<file path="src/rtl/fhp_pkg.sv">
/*
 * Shared constants and carrier types for the formatter host port.
 * Assumes all host port pins are active low and that this package is
 * compiled before any design file that names it.
 */
package fhp_pkg;

    localparam int BUS_W = 8;
    localparam int NUM_DRIVES = 4;
    localparam int DRV_AW = 2;

    // Electrical levels on the host pins
    localparam logic LVL_TRUE = 1'b0;
    localparam logic LVL_FALSE = 1'b1;

    localparam logic [BUS_W-1:0] BUS_IDLE = 8'hFF;
    localparam logic [NUM_DRIVES-1:0] DRV_NONE = 4'hF;
    localparam logic [3:0] PIN_IN_IDLE = 4'hF;

    // Port sequencer states
    typedef enum logic [3:0] {
        ST_INIT = 4'h0,
        ST_IDLE = 4'h1,
        ST_CMD = 4'h2,
        ST_WR = 4'h3,
        ST_RD_SET = 4'h4,
        ST_RD_ACK = 4'h5,
        ST_RD_END = 4'h6,
        ST_ST_SET = 4'h7,
        ST_ST_RDY = 4'h8,
        ST_REQ_END = 4'h9
    } fhp_state_type;

    // Head recalibration states
    typedef enum logic [1:0] {
        RC_IDLE = 2'h0,
        RC_DOWN = 2'h1,
        RC_UP = 2'h2
    } fhp_recal_state_type;

    // Control lines from the host, all active low
    typedef struct packed {
        logic host_reset_b;
        logic host_online_b;
        logic request_b;
        logic host_data_strobe_b;
    } fhp_pin_in_type;

    // Control lines to the host, all active low
    typedef struct packed {
        logic ack_b;
        logic ready_b;
        logic fmt_exception_b;
        logic direction_b;
    } fhp_pin_out_type;

endpackage

</file>
<file path="src/rtl/fhp_recal.sv">
/*
 * Head recalibration sequencer: steps the head down to its lowest stop,
 * then back up to track 0.
 * Assumes the stop and track 0 sensors come straight from the mechanism
 * and are asynchronous to clk_sys.
 */
`timescale 1ns/10ps
module fhp_recal
(
    input wire logic clk_sys,
    input wire logic rst_b,
    input wire logic start,
    input wire logic at_bottom_raw,
    input wire logic at_track0_raw,
    output logic step_down,
    output logic step_up,
    output logic busy
);

    logic [1:0] sens1_r;
    logic [1:0] sens2_r;
    fhp_pkg::fhp_recal_state_type rc_r;
    fhp_pkg::fhp_recal_state_type rc_nxt;

    // Sensors pass two flops before any decision reads them
    always_ff @(posedge clk_sys or negedge rst_b)
    begin
        if (!rst_b)
        begin
            sens1_r <= 2'h0;
            sens2_r <= 2'h0;
        end
        else
        begin
            sens1_r <= {at_bottom_raw, at_track0_raw};
            sens2_r <= sens1_r;
        end
    end

    // Down to the stop first, so the track count starts from a known place
    always_comb
    begin
        rc_nxt = rc_r;
        case (rc_r)
            fhp_pkg::RC_IDLE:
                if (start)
                    rc_nxt = fhp_pkg::RC_DOWN;
            fhp_pkg::RC_DOWN:
                if (sens2_r[1])
                    rc_nxt = fhp_pkg::RC_UP;
            fhp_pkg::RC_UP:
                if (sens2_r[0])
                    rc_nxt = fhp_pkg::RC_IDLE;
            default:
                rc_nxt = fhp_pkg::RC_IDLE;
        endcase
        if (start)
            rc_nxt = fhp_pkg::RC_DOWN; // A new reset restarts the motion
    end

    always_ff @(posedge clk_sys or negedge rst_b)
    begin
        if (!rst_b)
            rc_r <= fhp_pkg::RC_IDLE;
        else
            rc_r <= rc_nxt;
    end

    assign step_down = (rc_r == fhp_pkg::RC_DOWN);
    assign step_up = (rc_r == fhp_pkg::RC_UP);
    assign busy = (rc_r != fhp_pkg::RC_IDLE);
endmodule

</file>
<file path="src/rtl/fhp_host_port.sv">
/*
 * Host side parallel port of a cartridge tape formatter: interlocked
 * command, status, write and read byte transfers over an 8-bit active low
 * bus, plus exception, drive select and the reset/recalibration sequence.
 * Assumes every host pin is asynchronous to clk_sys and that the formatter
 * core on the user side runs on clk_sys.
 */
// Overview of operation
// All host port lines are low when true and high when idle.
// One 8-bit two-way bus carries commands, status and data, bit 7 MSB.
// Host holds online through a read or write; dropping it ends that command.
// Host puts the command byte on the bus, then asserts request.
// Host asserts request after capturing a status byte from the bus.
// Host reset runs the same initialisation as power-on.
// In a write, host asserts transfer once its data byte is on the bus.
// In a read, host asserts transfer after capturing the presented byte.
// Acknowledge follows capture of write data, or driving of read data.
// Ready shows that the command byte has been captured.
// Ready shows that a status byte is valid on the bus.
// Ready marks command completion; when idle it means a command is accepted.
// In write mode ready means a buffer is free or file mark allowed.
// In read mode ready means a full buffer waits or file mark allowed.
// Exception stays asserted while the condition exists; host reads status then.
// Direction false: host drives the bus, formatter drivers are off.
// Direction true: host drivers off, formatter drives the bus.
// Up to four drives are served through one port.
// Power-up or reset moves the head down, then up to track 0.
// Each strobe holds until its answer, and both release before the next byte.
// Spare and reserved lines are neither driven nor read.
`timescale 1ns/10ps
module fhp_host_port
(
    input wire logic clk_sys,
    input wire logic rst_b,
    input fhp_pkg::fhp_pin_in_type pin_in,
    output fhp_pkg::fhp_pin_out_type pin_out,
    input wire logic [fhp_pkg::BUS_W-1:0] host_bus_in,
    output logic [fhp_pkg::BUS_W-1:0] host_bus_out,
    output logic host_bus_oe_b,
    output logic [fhp_pkg::BUS_W-1:0] cmd_byte,
    output logic cmd_valid,
    input wire logic cmd_accept,
    input wire logic cmd_done,
    input wire logic [fhp_pkg::BUS_W-1:0] stat_byte,
    input wire logic stat_valid,
    output logic stat_taken,
    input wire logic wr_mode,
    input wire logic buf_free,
    output logic [fhp_pkg::BUS_W-1:0] wr_byte,
    output logic wr_valid,
    input wire logic rd_mode,
    input wire logic buf_full,
    input wire logic [fhp_pkg::BUS_W-1:0] rd_byte,
    input wire logic rd_valid,
    output logic rd_taken,
    output logic rw_abort,
    input wire logic exc_cond,
    input wire logic [fhp_pkg::DRV_AW-1:0] drive_addr,
    output logic [fhp_pkg::NUM_DRIVES-1:0] drive_sel_b,
    output logic init_busy,
    input wire logic at_bottom_raw,
    input wire logic at_track0_raw,
    output logic step_down,
    output logic step_up
);

    fhp_pkg::fhp_pin_in_type pin1_r;
    fhp_pkg::fhp_pin_in_type pin2_r;
    fhp_pkg::fhp_pin_in_type pin3_r;
    logic [fhp_pkg::BUS_W-1:0] bus1_r;
    logic [fhp_pkg::BUS_W-1:0] bus2_r;
    logic hr_act, on_act, req_act, stb_act, on_fell;

    fhp_pkg::fhp_state_type st_r, st_nxt;
    logic ready_r, ready_nxt, ack_r, ack_nxt, dir_r, dir_nxt;
    logic [fhp_pkg::BUS_W-1:0] bus_out_r, bus_out_nxt;
    logic [fhp_pkg::BUS_W-1:0] cmd_byte_r, cmd_byte_nxt, wr_byte_r, wr_byte_nxt;
    logic cmd_valid_r, cmd_valid_nxt, wr_valid_r, wr_valid_nxt;
    logic stat_taken_r, stat_taken_nxt, rd_taken_r, rd_taken_nxt;
    logic abort_r, abort_nxt, done_r, done_nxt, start_r, start_nxt;
    logic exc_r, exc_nxt, idle_rdy, recal_busy;
    logic [fhp_pkg::NUM_DRIVES-1:0] drv_r, drv_nxt;

    // Pins pass two flops; a third copy only feeds edge detection; spare lines have no port
    always_ff @(posedge clk_sys or negedge rst_b)
    begin
        if (!rst_b)
        begin
            pin1_r <= fhp_pkg::PIN_IN_IDLE;
            pin2_r <= fhp_pkg::PIN_IN_IDLE;
            pin3_r <= fhp_pkg::PIN_IN_IDLE;
            bus1_r <= fhp_pkg::BUS_IDLE;
            bus2_r <= fhp_pkg::BUS_IDLE;
        end
        else
        begin
            pin1_r <= pin_in;
            pin2_r <= pin1_r;
            pin3_r <= pin2_r;
            bus1_r <= host_bus_in;
            bus2_r <= bus1_r;
        end
    end

    // Strobes lag the data by the same two flops, so data is settled when seen
    assign hr_act = (pin2_r.host_reset_b == fhp_pkg::LVL_TRUE);
    assign on_act = (pin2_r.host_online_b == fhp_pkg::LVL_TRUE);
    assign req_act = (pin2_r.request_b == fhp_pkg::LVL_TRUE);
    assign stb_act = (pin2_r.host_data_strobe_b == fhp_pkg::LVL_TRUE);
    assign on_fell = on_act == 1'b0 && pin3_r.host_online_b == fhp_pkg::LVL_TRUE;

    // Idle meaning of ready depends on the transfer mode
    always_comb
    begin
        if (on_act && wr_mode)
            idle_rdy = buf_free;
        else if (on_act && rd_mode)
            idle_rdy = buf_full;
        else
            idle_rdy = cmd_accept || done_r;
    end

    // Port sequencer: every byte is fully interlocked with its strobe
    always_comb
    begin
        st_nxt = st_r;
        bus_out_nxt = bus_out_r;
        cmd_byte_nxt = cmd_byte_r;
        wr_byte_nxt = wr_byte_r;
        cmd_valid_nxt = 1'b0;
        wr_valid_nxt = 1'b0;
        stat_taken_nxt = 1'b0;
        rd_taken_nxt = 1'b0;
        start_nxt = 1'b0;
        abort_nxt = on_fell;
        done_nxt = done_r;
        case (st_r)
            fhp_pkg::ST_INIT:
                if (!hr_act && !start_r && !recal_busy)
                    st_nxt = fhp_pkg::ST_IDLE;
            fhp_pkg::ST_IDLE:
                if (stat_valid && !req_act)
                begin
                    bus_out_nxt = stat_byte;
                    st_nxt = fhp_pkg::ST_ST_SET;
                end
                else if (on_act && rd_mode && rd_valid && !stb_act)
                begin
                    bus_out_nxt = rd_byte;
                    st_nxt = fhp_pkg::ST_RD_SET;
                end
                else if (on_act && wr_mode && stb_act)
                begin
                    wr_byte_nxt = bus2_r;
                    wr_valid_nxt = 1'b1;
                    st_nxt = fhp_pkg::ST_WR;
                end
                else if (req_act)
                begin
                    cmd_byte_nxt = bus2_r;
                    cmd_valid_nxt = 1'b1;
                    done_nxt = 1'b0;
                    st_nxt = fhp_pkg::ST_CMD;
                end
            fhp_pkg::ST_CMD, fhp_pkg::ST_WR, fhp_pkg::ST_REQ_END:
                if (!req_act && !stb_act)
                    st_nxt = fhp_pkg::ST_IDLE;
            fhp_pkg::ST_RD_SET:
                st_nxt = fhp_pkg::ST_RD_ACK;
            fhp_pkg::ST_RD_ACK:
                if (stb_act)
                begin
                    rd_taken_nxt = 1'b1;
                    st_nxt = fhp_pkg::ST_RD_END;
                end
            fhp_pkg::ST_RD_END:
                if (!stb_act)
                    st_nxt = fhp_pkg::ST_IDLE;
            fhp_pkg::ST_ST_SET:
                st_nxt = fhp_pkg::ST_ST_RDY;
            fhp_pkg::ST_ST_RDY:
                if (req_act)
                begin
                    stat_taken_nxt = 1'b1;
                    st_nxt = fhp_pkg::ST_REQ_END;
                end
            default:
                st_nxt = fhp_pkg::ST_INIT;
        endcase
        // Losing online mid read abandons the byte on offer
        if (!on_act && (st_r == fhp_pkg::ST_RD_SET || st_r == fhp_pkg::ST_RD_ACK))
            st_nxt = fhp_pkg::ST_IDLE;
        // Completion set wins over the clear by a new command
        if (cmd_done)
            done_nxt = 1'b1;
        if (hr_act)
        begin
            st_nxt = fhp_pkg::ST_INIT;
            done_nxt = 1'b0;
        end
        if (st_nxt == fhp_pkg::ST_INIT && st_r != fhp_pkg::ST_INIT)
            start_nxt = 1'b1;
        ready_nxt = st_nxt == fhp_pkg::ST_CMD || st_nxt == fhp_pkg::ST_ST_RDY; // see R10
        if (st_nxt == fhp_pkg::ST_IDLE)
            ready_nxt = idle_rdy;
        ack_nxt = st_nxt == fhp_pkg::ST_WR || st_nxt == fhp_pkg::ST_RD_ACK;
        dir_nxt = st_nxt == fhp_pkg::ST_RD_SET || st_nxt == fhp_pkg::ST_RD_ACK
            || st_nxt == fhp_pkg::ST_ST_SET || st_nxt == fhp_pkg::ST_ST_RDY;
        exc_nxt = exc_cond;
        drv_nxt = ~(fhp_pkg::NUM_DRIVES'(1) << drive_addr);
    end

    // Power-on starts in INIT with a recalibration already requested
    always_ff @(posedge clk_sys or negedge rst_b)
    begin
        if (!rst_b)
        begin
            st_r <= fhp_pkg::ST_INIT;
            start_r <= 1'b1;
            ready_r <= 1'b0;
            ack_r <= 1'b0;
            dir_r <= 1'b0;
            bus_out_r <= fhp_pkg::BUS_IDLE;
            cmd_byte_r <= fhp_pkg::BUS_IDLE;
            wr_byte_r <= fhp_pkg::BUS_IDLE;
            cmd_valid_r <= 1'b0;
            wr_valid_r <= 1'b0;
            stat_taken_r <= 1'b0;
            rd_taken_r <= 1'b0;
            abort_r <= 1'b0;
            done_r <= 1'b0;
            exc_r <= 1'b0;
            drv_r <= fhp_pkg::DRV_NONE;
        end
        else
        begin
            st_r <= st_nxt;
            start_r <= start_nxt;
            ready_r <= ready_nxt;
            ack_r <= ack_nxt;
            dir_r <= dir_nxt;
            bus_out_r <= bus_out_nxt;
            cmd_byte_r <= cmd_byte_nxt;
            wr_byte_r <= wr_byte_nxt;
            cmd_valid_r <= cmd_valid_nxt;
            wr_valid_r <= wr_valid_nxt;
            stat_taken_r <= stat_taken_nxt;
            rd_taken_r <= rd_taken_nxt;
            abort_r <= abort_nxt;
            done_r <= done_nxt;
            exc_r <= exc_nxt;
            drv_r <= drv_nxt;
        end
    end

    fhp_recal u_recal
    (
        .clk_sys(clk_sys),
        .rst_b(rst_b),
        .start(start_r),
        .at_bottom_raw(at_bottom_raw),
        .at_track0_raw(at_track0_raw),
        .step_down(step_down),
        .step_up(step_up),
        .busy(recal_busy)
    );

    // Pins are driven low for true; bus enable tracks direction exactly
    assign pin_out.ack_b = ack_r ? fhp_pkg::LVL_TRUE : fhp_pkg::LVL_FALSE;
    assign pin_out.ready_b = ready_r ? fhp_pkg::LVL_TRUE : fhp_pkg::LVL_FALSE;
    assign pin_out.fmt_exception_b = exc_r ? fhp_pkg::LVL_TRUE : fhp_pkg::LVL_FALSE;
    assign pin_out.direction_b = dir_r ? fhp_pkg::LVL_TRUE : fhp_pkg::LVL_FALSE;
    assign host_bus_oe_b = dir_r ? 1'b0 : 1'b1; // see R16
    assign host_bus_out = ~bus_out_r;
    assign cmd_byte = ~cmd_byte_r;
    assign wr_byte = ~wr_byte_r;
    assign cmd_valid = cmd_valid_r;
    assign wr_valid = wr_valid_r;
    assign stat_taken = stat_taken_r;
    assign rd_taken = rd_taken_r;
    assign rw_abort = abort_r;
    assign drive_sel_b = drv_r;
    assign init_busy = (st_r == fhp_pkg::ST_INIT);
endmodule

</file>
<file path="config.mk">
export PLATFORM = sky130hd
export DESIGN_NAME = fhp_host_port
export DESIGN_NICKNAME = d
export VERILOG_FILES = /design/src/rtl/fhp_pkg.sv /design/src/rtl/fhp_recal.sv /design/src/rtl/fhp_host_port.sv
export SDC_FILE = /design/constraint.sdc
export NUM_CORES = 1
export LEC_CHECK = 0
export ABC_AREA = 1
export BUFFER_PORTS_ARGS = -buffer_cell sky130_fd_sc_hd__buf_2
export CORE_ASPECT_RATIO = 0.75
export CORE_UTILIZATION = 46
export DETAILED_ROUTE_END_ITERATION = 8
export PLACE_DENSITY = 0.75
export SYNTH_ARGS = -nofsm -noshare
export SYNTH_HDL_FRONTEND = slang
export SYNTH_SLANG_ARGS = --single-unit
</file>
<file path="constraint.sdc">
create_clock -name clk_sys -period 1.5 [get_ports clk_sys]
set_clock_uncertainty 0.1 [all_clocks]
set_input_delay 0.15 -clock clk_sys [delete_from_list [all_inputs] [get_ports clk_sys]]
set_output_delay 0.15 -clock clk_sys [all_outputs]
set_load 0.005 [all_outputs]
</file>
==> results of run 1 <==
critical path: stages, from the launching register on:
cell     delay, ns
dfstp_2       0.59
inv_2         0.08
nand3_4       0.09
nand2_1       0.05
nand2_1       0.07
nand2_1       0.06
nand2_1       0.07
nand2_1       0.06
nand2_2       0.11
inv_2         0.07
nand3_1       0.08
nand3_1       0.08
power groups by stage:
stage / sequential (mW) / combinational, mW / clock (mW)
finish: 2.92 / 2.07 / 1.48
detailed placement: 2.95 / 1.66 / 0
global route: 2.97 / 2.30 / 1.61
global placement: 2.92 / 1.62 / 0
floorplan: 2.89 / 0.929 / 0
CTS: 2.91 / 1.94 / 1.54
metrics by stage:
step                      power [mW]  hold WS [ns]  worst slack [ns]
after floorplan                 3.82        -0.246            0.0362
after global placement          4.54       -0.0347            -0.136
after detailed placement        4.60       -0.0310            -0.165
after CTS                       6.39         0.150           -0.0930
after global routing            6.88         0.168            -0.243
final                           6.47         0.160            -0.125
logic make-up after synthesis:
group                  Yosys count
and+or+nand+nor                129
AOI/OAI and AO/OA               35
DFF                             74
buffers and inverters           57
registers in the layout, indices dropped and copies added (netlist names):
signal,count
bus1_r,8
bus2_r,8
bus_out_r,8
cmd_byte_r,8
wr_byte_r,8
drive_sel_b,4
pin1_r,4
pin2_r,4
st_r,4
u_recal.rc_r,2
u_recal.sens1_r,2
u_recal.sens2_r,2
ack_r,1
cmd_valid,1
dir_r,1
done_r,1
exc_r,1
pin3_r,1
rd_taken,1
ready_r,1
rw_abort,1
start_r,1
stat_taken,1
wr_valid,1
path summary, 6_finish.rpt:
check | end | slack (ns) | cells past startpoint
max reg2reg | ready_r$_DFF_PN0_ | -0.13 | 11
max | ready_r$_DFF_PN0_ | -0.13 | 11
min in group clk_sys | ready_r$_DFF_PN0_ | 0.21 | 7
min reg2reg | u_recal.sens2_r[0]$_DFF_PN0_ | 0.25 | 0
max in group asynchronous | bus_out_r[3]$_DFFE_PN1P_ | 0.58 | 3
min | cmd_valid$_DFF_PN0_ | 0.16 | 2
placed cells by master, fill, tap and decap left out, drive strengths merged:
cell and count:
o22ai 1, a21oi 5, buf 121, a31oi 10, nand3 14, clkinvlp 1
clkinv 6, o21ai 17, inv 52, dfrtp 20, o41ai 1, o31ai 1
nor2 28, nor3 2, nand4 2, clkbuf 11, dlygate4sd3 36, nand2 83
bufinv 1, dfstp 54
timing repair:
| item | 4_1_cts | 5_1_grt |
|---|---|---|
| gates resized for setup | 34 | 26 |
| hold endpoints to repair | 67 | 0 |
| endpoints found under the setup margin | 32 | 35 |
| hold buffers | 36 | 0 |
| gates cloned | 1 | 2 |
| setup buffers | 11 | 5 |
| pin swaps | 13 | 8 |
layout make-up:
type / count / area (µm²)
repair inverters: 3 / 27.5
clock inverters: 5 / 53.8
repair buffers: 157 / 1140
fillers: 437 / 1490
well taps: 78 / 97.6
flip-flops and latches: 74 / 1920
clock buffers: 11 / 141
multi-input cells: 164 / 882
inverters: 52 / 225
metal layers:
metal	part of all wire (%)	vias up	wire length [µm]	track usage [%]
met4	2.2	0	155	9.40
li1	-	1243	-	-
met3	6.3	18	436	5.91
met1	43	1170	2980	25.9
met2	48	102	3320	35.4
met5	0	-	0	0
==> impl_metrics.py, run 1 <==
metrics = {
    "placement": {
        "numPortBuffers": 83,
        "dp_hpwl_um": 4270,
        "gp_congestion": 0.958,
        "postPlaceCellArea_um2": 3610,
        "dp.cells": 473,
    },
    "outcome": {
        "violations": "setup timing",
        "status": "complete, but fails checks",
    },
    "sta": {
        "slew-limit-headroom_pct": 78.3,
        "tightest_slew_ns": 0.325,
        "fin_setup_tns_ns": -1.35,
        "hold_viol": 0,
        "period_share_pct": 108,
        "setup_viol": 26,
        "slew_viol_final": 0,
        "fin_ws_ns": -0.125,
        "period_needed_ns": 1.63,
        "max_freq_mhz": 615,
        "rsz0062_at_grt": "yes",
    },
    "global_route": {
        "antenna_found_initial": 0,
        "grt_pass1_vias": 2473,
        "grt_pass1_wl_um": 10700,
        "grt_max_degree": 33,
        "grt_overflow_total": 0,
        "track_usage_pct": 21.3,
    },
    "clocking": {
        "worstSkewPairLatency_ns": 0.34,
        "root_buffer": "clkbuf_8",
        "clk_transition_reported_paths_ns": 0.07,
        "cts_made_buffers": 9,
        "cts_max_level": 3,
        "clkSinkCount": 74,
        "cts_tree": "yes",
        "clockBufferDepth": 2,
    },
    "power": {
        "netSwitchingPower_mw": 1.96,
        "leakagePower_nw": 2.24,
        "p_comb_share_pct": 32.0,
        "p_int_mw": 4.50,
        "p_sw_share_pct": 30.4,
        "p_per_area_nw_per_um2": 1440,
        "pwr-share-clk_pct": 22.9,
        "ir_worst_vdd_mv": 0.905,
        "seqPwrFrac_pct": 45.1,
    },
    "setup_path": {
        "critPathLaunch": "pin2_r[2]$_DFF_PN1_",
        "timing.rr.start": "pin2_r[2]$_DFF_PN1_",
        "worstPathRequired_ns": 1.63,
        "cp_max_fo": 5,
        "worstPathArrival_ns": 1.75,
        "cp-start-kind": "flop",
        "worstSetupPathType": "flop to flop",
        "end_kind": "flop",
    },
    "synthesis": {
        "synth-simple-area-share_pct": 19.8,
        "synth-edff-count": 0,
        "synthArstFlopShare_pct": 100,
        "synth_top_area_cell": "dfstp_2",
        "ys_types": 23,
        "ys_ff_latch": 74,
        "synthAdderAreaFrac_pct": 0,
        "synth-xor-area-share_pct": 0,
        "synthMuxAreaShare_pct": 0,
        "synth_compound_area_share_pct": 6.80,
        "synth_top_family_by_area": "simple AND/OR/NAND/NOR gates",
        "synth_warnings": 0,
        "syn-num-nets": 338,
        "syn_area_per_cell_um2": 9.92,
        "synthTopCellsByArea": "dfstp_2 49%, dfrtp_1 17%, nand2_1 10%, inv_1 5.4%, nor2_1 3.1%",
        "yosysMostFrequentCell": "nand2_1",
        "netlist_instances": 295,
        "synthFlopType": "dfstp_2",
        "yosysSeqAreaShare_pct": 65.6,
        "synth_common_cells": "80 x nand2_1, 54 x dfstp_2, 42 x inv_1",
        "synth.top_cell.area_share_pct": 48.5,
        "syn-cell-area_um2": 2930,
    },
    "drt": {
        "drtAntennaViolNets": 0,
        "drc": 0,
        "vias": 2533,
        "wl_um": 6890,
        "drt_iter0_drc": 163,
        "first_pass_iters": 4,
        "post_drt_wl_per_cell_um": 12.7,
        "via_per_inst": 4.66,
    },
    "die": {
        "rows": 24,
        "chipWidth_um": 94.1,
        "io_pins": 84,
        "coreArea_um2": 5980,
        "dieArea_um2": 6690,
        "start_util_pct": 49.0,
        "die_h_um": 71.1,
    },
    "final_layout": {
        "design_area_um2": 4490,
        "diodes": 0,
        "fin_util_pct": 75.1,
        "layout-drive-gt1-share_pct": 53.0,
        "final_cells": 544,
        "area_growth_pct": 53.5,
        "fin_nets": 504,
    },
    "hold_path": {
        "hold_class": "input port to async pin",
    },
    "flow_run": {
        "drv_cap": 0,
    },
}
(Power assumes the default switching activity.)
==> inputs of run 2 (changes only) <==
--- a/config.mk
+++ b/config.mk
@@ -8,9 +8,9 @@
 export ABC_AREA = 1
 export BUFFER_PORTS_ARGS = -buffer_cell sky130_fd_sc_hd__buf_2
 export CORE_ASPECT_RATIO = 0.75
-export CORE_UTILIZATION = 46
+export CORE_UTILIZATION = 51
 export DETAILED_ROUTE_END_ITERATION = 8
-export PLACE_DENSITY = 0.75
+export PLACE_DENSITY = 0.79
 export SYNTH_ARGS = -nofsm -noshare
 export SYNTH_HDL_FRONTEND = slang
 export SYNTH_SLANG_ARGS = --single-unit
==> constraint.sdc (replaced) <==
create_clock -name clk_sys -period 1.6 [get_ports clk_sys]
set_clock_uncertainty 0.1 [all_clocks]
set_input_delay 0.16 -clock clk_sys [delete_from_list [all_inputs] [get_ports clk_sys]]
set_output_delay 0.16 -clock clk_sys [all_outputs]
set_load 0.005 [all_outputs]
==> impl_metrics.py, run 2 (synthesis gave the netlist of run 1 again) <==
metrics = {
    "flow_run": {
        "drv_cap": 0,
    },
    "power": {
        "leakagePower_nw": 2.12,
        "p_per_area_nw_per_um2": 1370,
        "seqPwrFrac_pct": 46.8,
        "p_sw_share_pct": 31.7,
        "pwr-share-clk_pct": 21.2,
        "p_comb_share_pct": 32.0,
        "ir_worst_vdd_mv": 0.775,
        "p_int_mw": 3.99,
        "netSwitchingPower_mw": 1.85,
    },
    "setup_path": {
        "reg2reg_depth": 11,
        "worstPathArrival_ns": 1.81,
        "timing.rr.start": "pin2_r[0]$_DFF_PN1_",
        "worstSetupPathType": "flop to flop",
        "cp_max_fo": 7,
        "worstPathRequired_ns": 1.72,
        "r2r_slack_ns": -0.09,
        "r2r_end": "dir_r$_DFF_PN0_",
        "cp-start-kind": "flop",
        "end_kind": "flop",
    },
    "sta": {
        "setup_viol": 5,
        "rsz0062_at_grt": "yes",
        "slew_viol_final": 0,
        "max_freq_mhz": 591,
        "period_needed_ns": 1.69,
        "period_share_pct": 106,
        "holdWs_ns": 0.247,
        "fin_ws_ns": -0.0907,
        "hold_viol": 0,
        "slew-limit-headroom_pct": 71.9,
        "tightest_slew_ns": 0.421,
    },
    "final_layout": {
        "final_cell_mix": "83 x buf_2, 73 x nand2_1, 54 x dfstp_2",
        "fin_util_pct": 78.1,
        "area_growth_pct": 45.2,
        "final_common_cell": "buf_2",
        "final_cells": 523,
        "diodes": 0,
        "layout-drive-gt1-share_pct": 49.8,
        "fin_nets": 486,
    },
    "hold_path": {
        "hold_depth": 7,
        "holdPathEnd": "ready_r$_DFF_PN0_",
        "min_from": "buf_free",
        "hold_class": "input port to flop",
    },
    "outcome": {
        "violations": "setup timing",
        "status": "complete, but fails checks",
    },
    "placement": {
        "dp_hpwl_um": 4080,
        "dp.cells": 456,
        "numPortBuffers": 83,
        "gp_congestion": 0.885,
    },
    "clocking": {
        "cts_max_level": 3,
        "root_buffer": "clkbuf_8",
        "clk_transition_reported_paths_ns": 0.07,
        "cts_tree": "yes",
        "cts_made_buffers": 9,
        "clkSinkCount": 74,
        "worstSkewPairLatency_ns": 0.34,
        "clockBufferDepth": 2,
    },
    "die": {
        "dieArea_um2": 6050,
        "start_util_pct": 53.8,
        "io_pins": 84,
        "die_h_um": 67.6,
        "chipWidth_um": 89.5,
        "coreArea_um2": 5440,
        "rows": 23,
    },
    "drt": {
        "wl_um": 7110,
        "drt_iter0_drc": 156,
        "vias": 2498,
        "via_per_inst": 4.78,
        "drc": 0,
        "first_pass_iters": 5,
        "drtAntennaViolNets": 0,
        "post_drt_wl_per_cell_um": 13.6,
    },
    "global_route": {
        "grt_max_degree": 26,
        "antenna_found_initial": 0,
        "grt_pass1_wl_um": 10100,
        "track_usage_pct": 23.4,
        "grt_overflow_total": 0,
        "grt_pass1_vias": 2299,
    },
}
==> run 2: changes by cell type in the layout (fill, tap and decap cells not counted), sizes merged <==
| cell | change |
|---|---|
| buf | -16 |
| bufinv | -1 |
| clkinv | -3 |
| clkinvlp | +2 |
==> run 2: power groups by stage <==
stage                     Combinational, mW  Clock [mW]  Sequential [mW]
final                                  1.87        1.24             2.73
after global routing                   2.12        1.34             2.79
after CTS                              1.66        1.28             2.72
after detailed placement               1.50           0             2.75
after global placement                 1.47           0             2.74
after floorplan                       0.871           0             2.71
==> run 2: worst max path at each step <==
stage                         from                end  slack (ns)  cells after the start
6_report       pin2_r[0]$_DFF_PN1_    dir_r$_DFF_PN0_       -0.09                     11
5_1_grt        pin2_r[0]$_DFF_PN1_    dir_r$_DFF_PN0_       -0.16                     11
4_1_cts        pin2_r[2]$_DFF_PN1_  ready_r$_DFF_PN0_      -0.008                     12
3_5_place_dp   pin2_r[2]$_DFF_PN1_    ack_r$_DFF_PN0_       -0.04                      8
3_3_place_gp   pin2_r[2]$_DFF_PN1_    ack_r$_DFF_PN0_       -0.01                      8
2_1_floorplan  pin2_r[0]$_DFF_PN1_  ready_r$_DFF_PN0_        0.14                     12
==> run 2: area by class of cell <==
| type | count | area, µm² |
|---|---|---|
| Clock inverter | 5 | 30.0 |
| Tap cell | 75 | 93.8 |
| Clock buffer | 11 | 141 |
| Multi-Input combinational cell | 164 | 863 |
| Inverter | 52 | 205 |
| Timing Repair Buffer | 141 | 982 |
| Fill cell | 343 | 1190 |
| Timing Repair inverter | 1 | 7.51 |
| Sequential cell | 74 | 1920 |
==> run 2: per-stage QoR <==
step                setup WS [ns]  power (mW)  area (µm²)  setup TNS (ns)
floorplan                   0.136        3.58        2930               0
global placement          -0.0132        4.21        3500         -0.0132
detailed placement        -0.0363        4.25        3500         -0.0899
CTS                      -0.00818        5.65        4110        -0.00818
global route               -0.156        6.24        4250           -1.16
finish                    -0.0907        5.84        4250          -0.232
==> run 2: per-layer routing <==
| metal | track usage [%] | share of wire (%) | vias to the layer above |
|---|---|---|---|
| li1 | - | - | 1203 |
| met1 | 25.7 | 39 | 1185 |
| met2 | 43.3 | 53 | 104 |
| met3 | 8.19 | 6.7 | 6 |
| met4 | 6.15 | 0.65 | 0 |
| met5 | 0 | 0 | - |
==> run 2: critical path: stages, from the launching register on <==
cell	delay, ns
dfstp_2	0.59
inv_2	0.08
nand3_4	0.09
nand2_1	0.07
nand2_1	0.08
nand2_1	0.05
nand2_1	0.10
nand3_2	0.10
nand2_4	0.12
nand2_1	0.07
nand2_1	0.06
nand2_1	0.06
==> run 2: what timing repair did <==
action,CTS,global route
hold buffers,36,0
pin swaps,4,8
gates cloned,0,1
buffers inserted,6,8
hold endpoints to repair,55,0
endpoints found under the setup margin,5,19
gates resized for setup,14,23
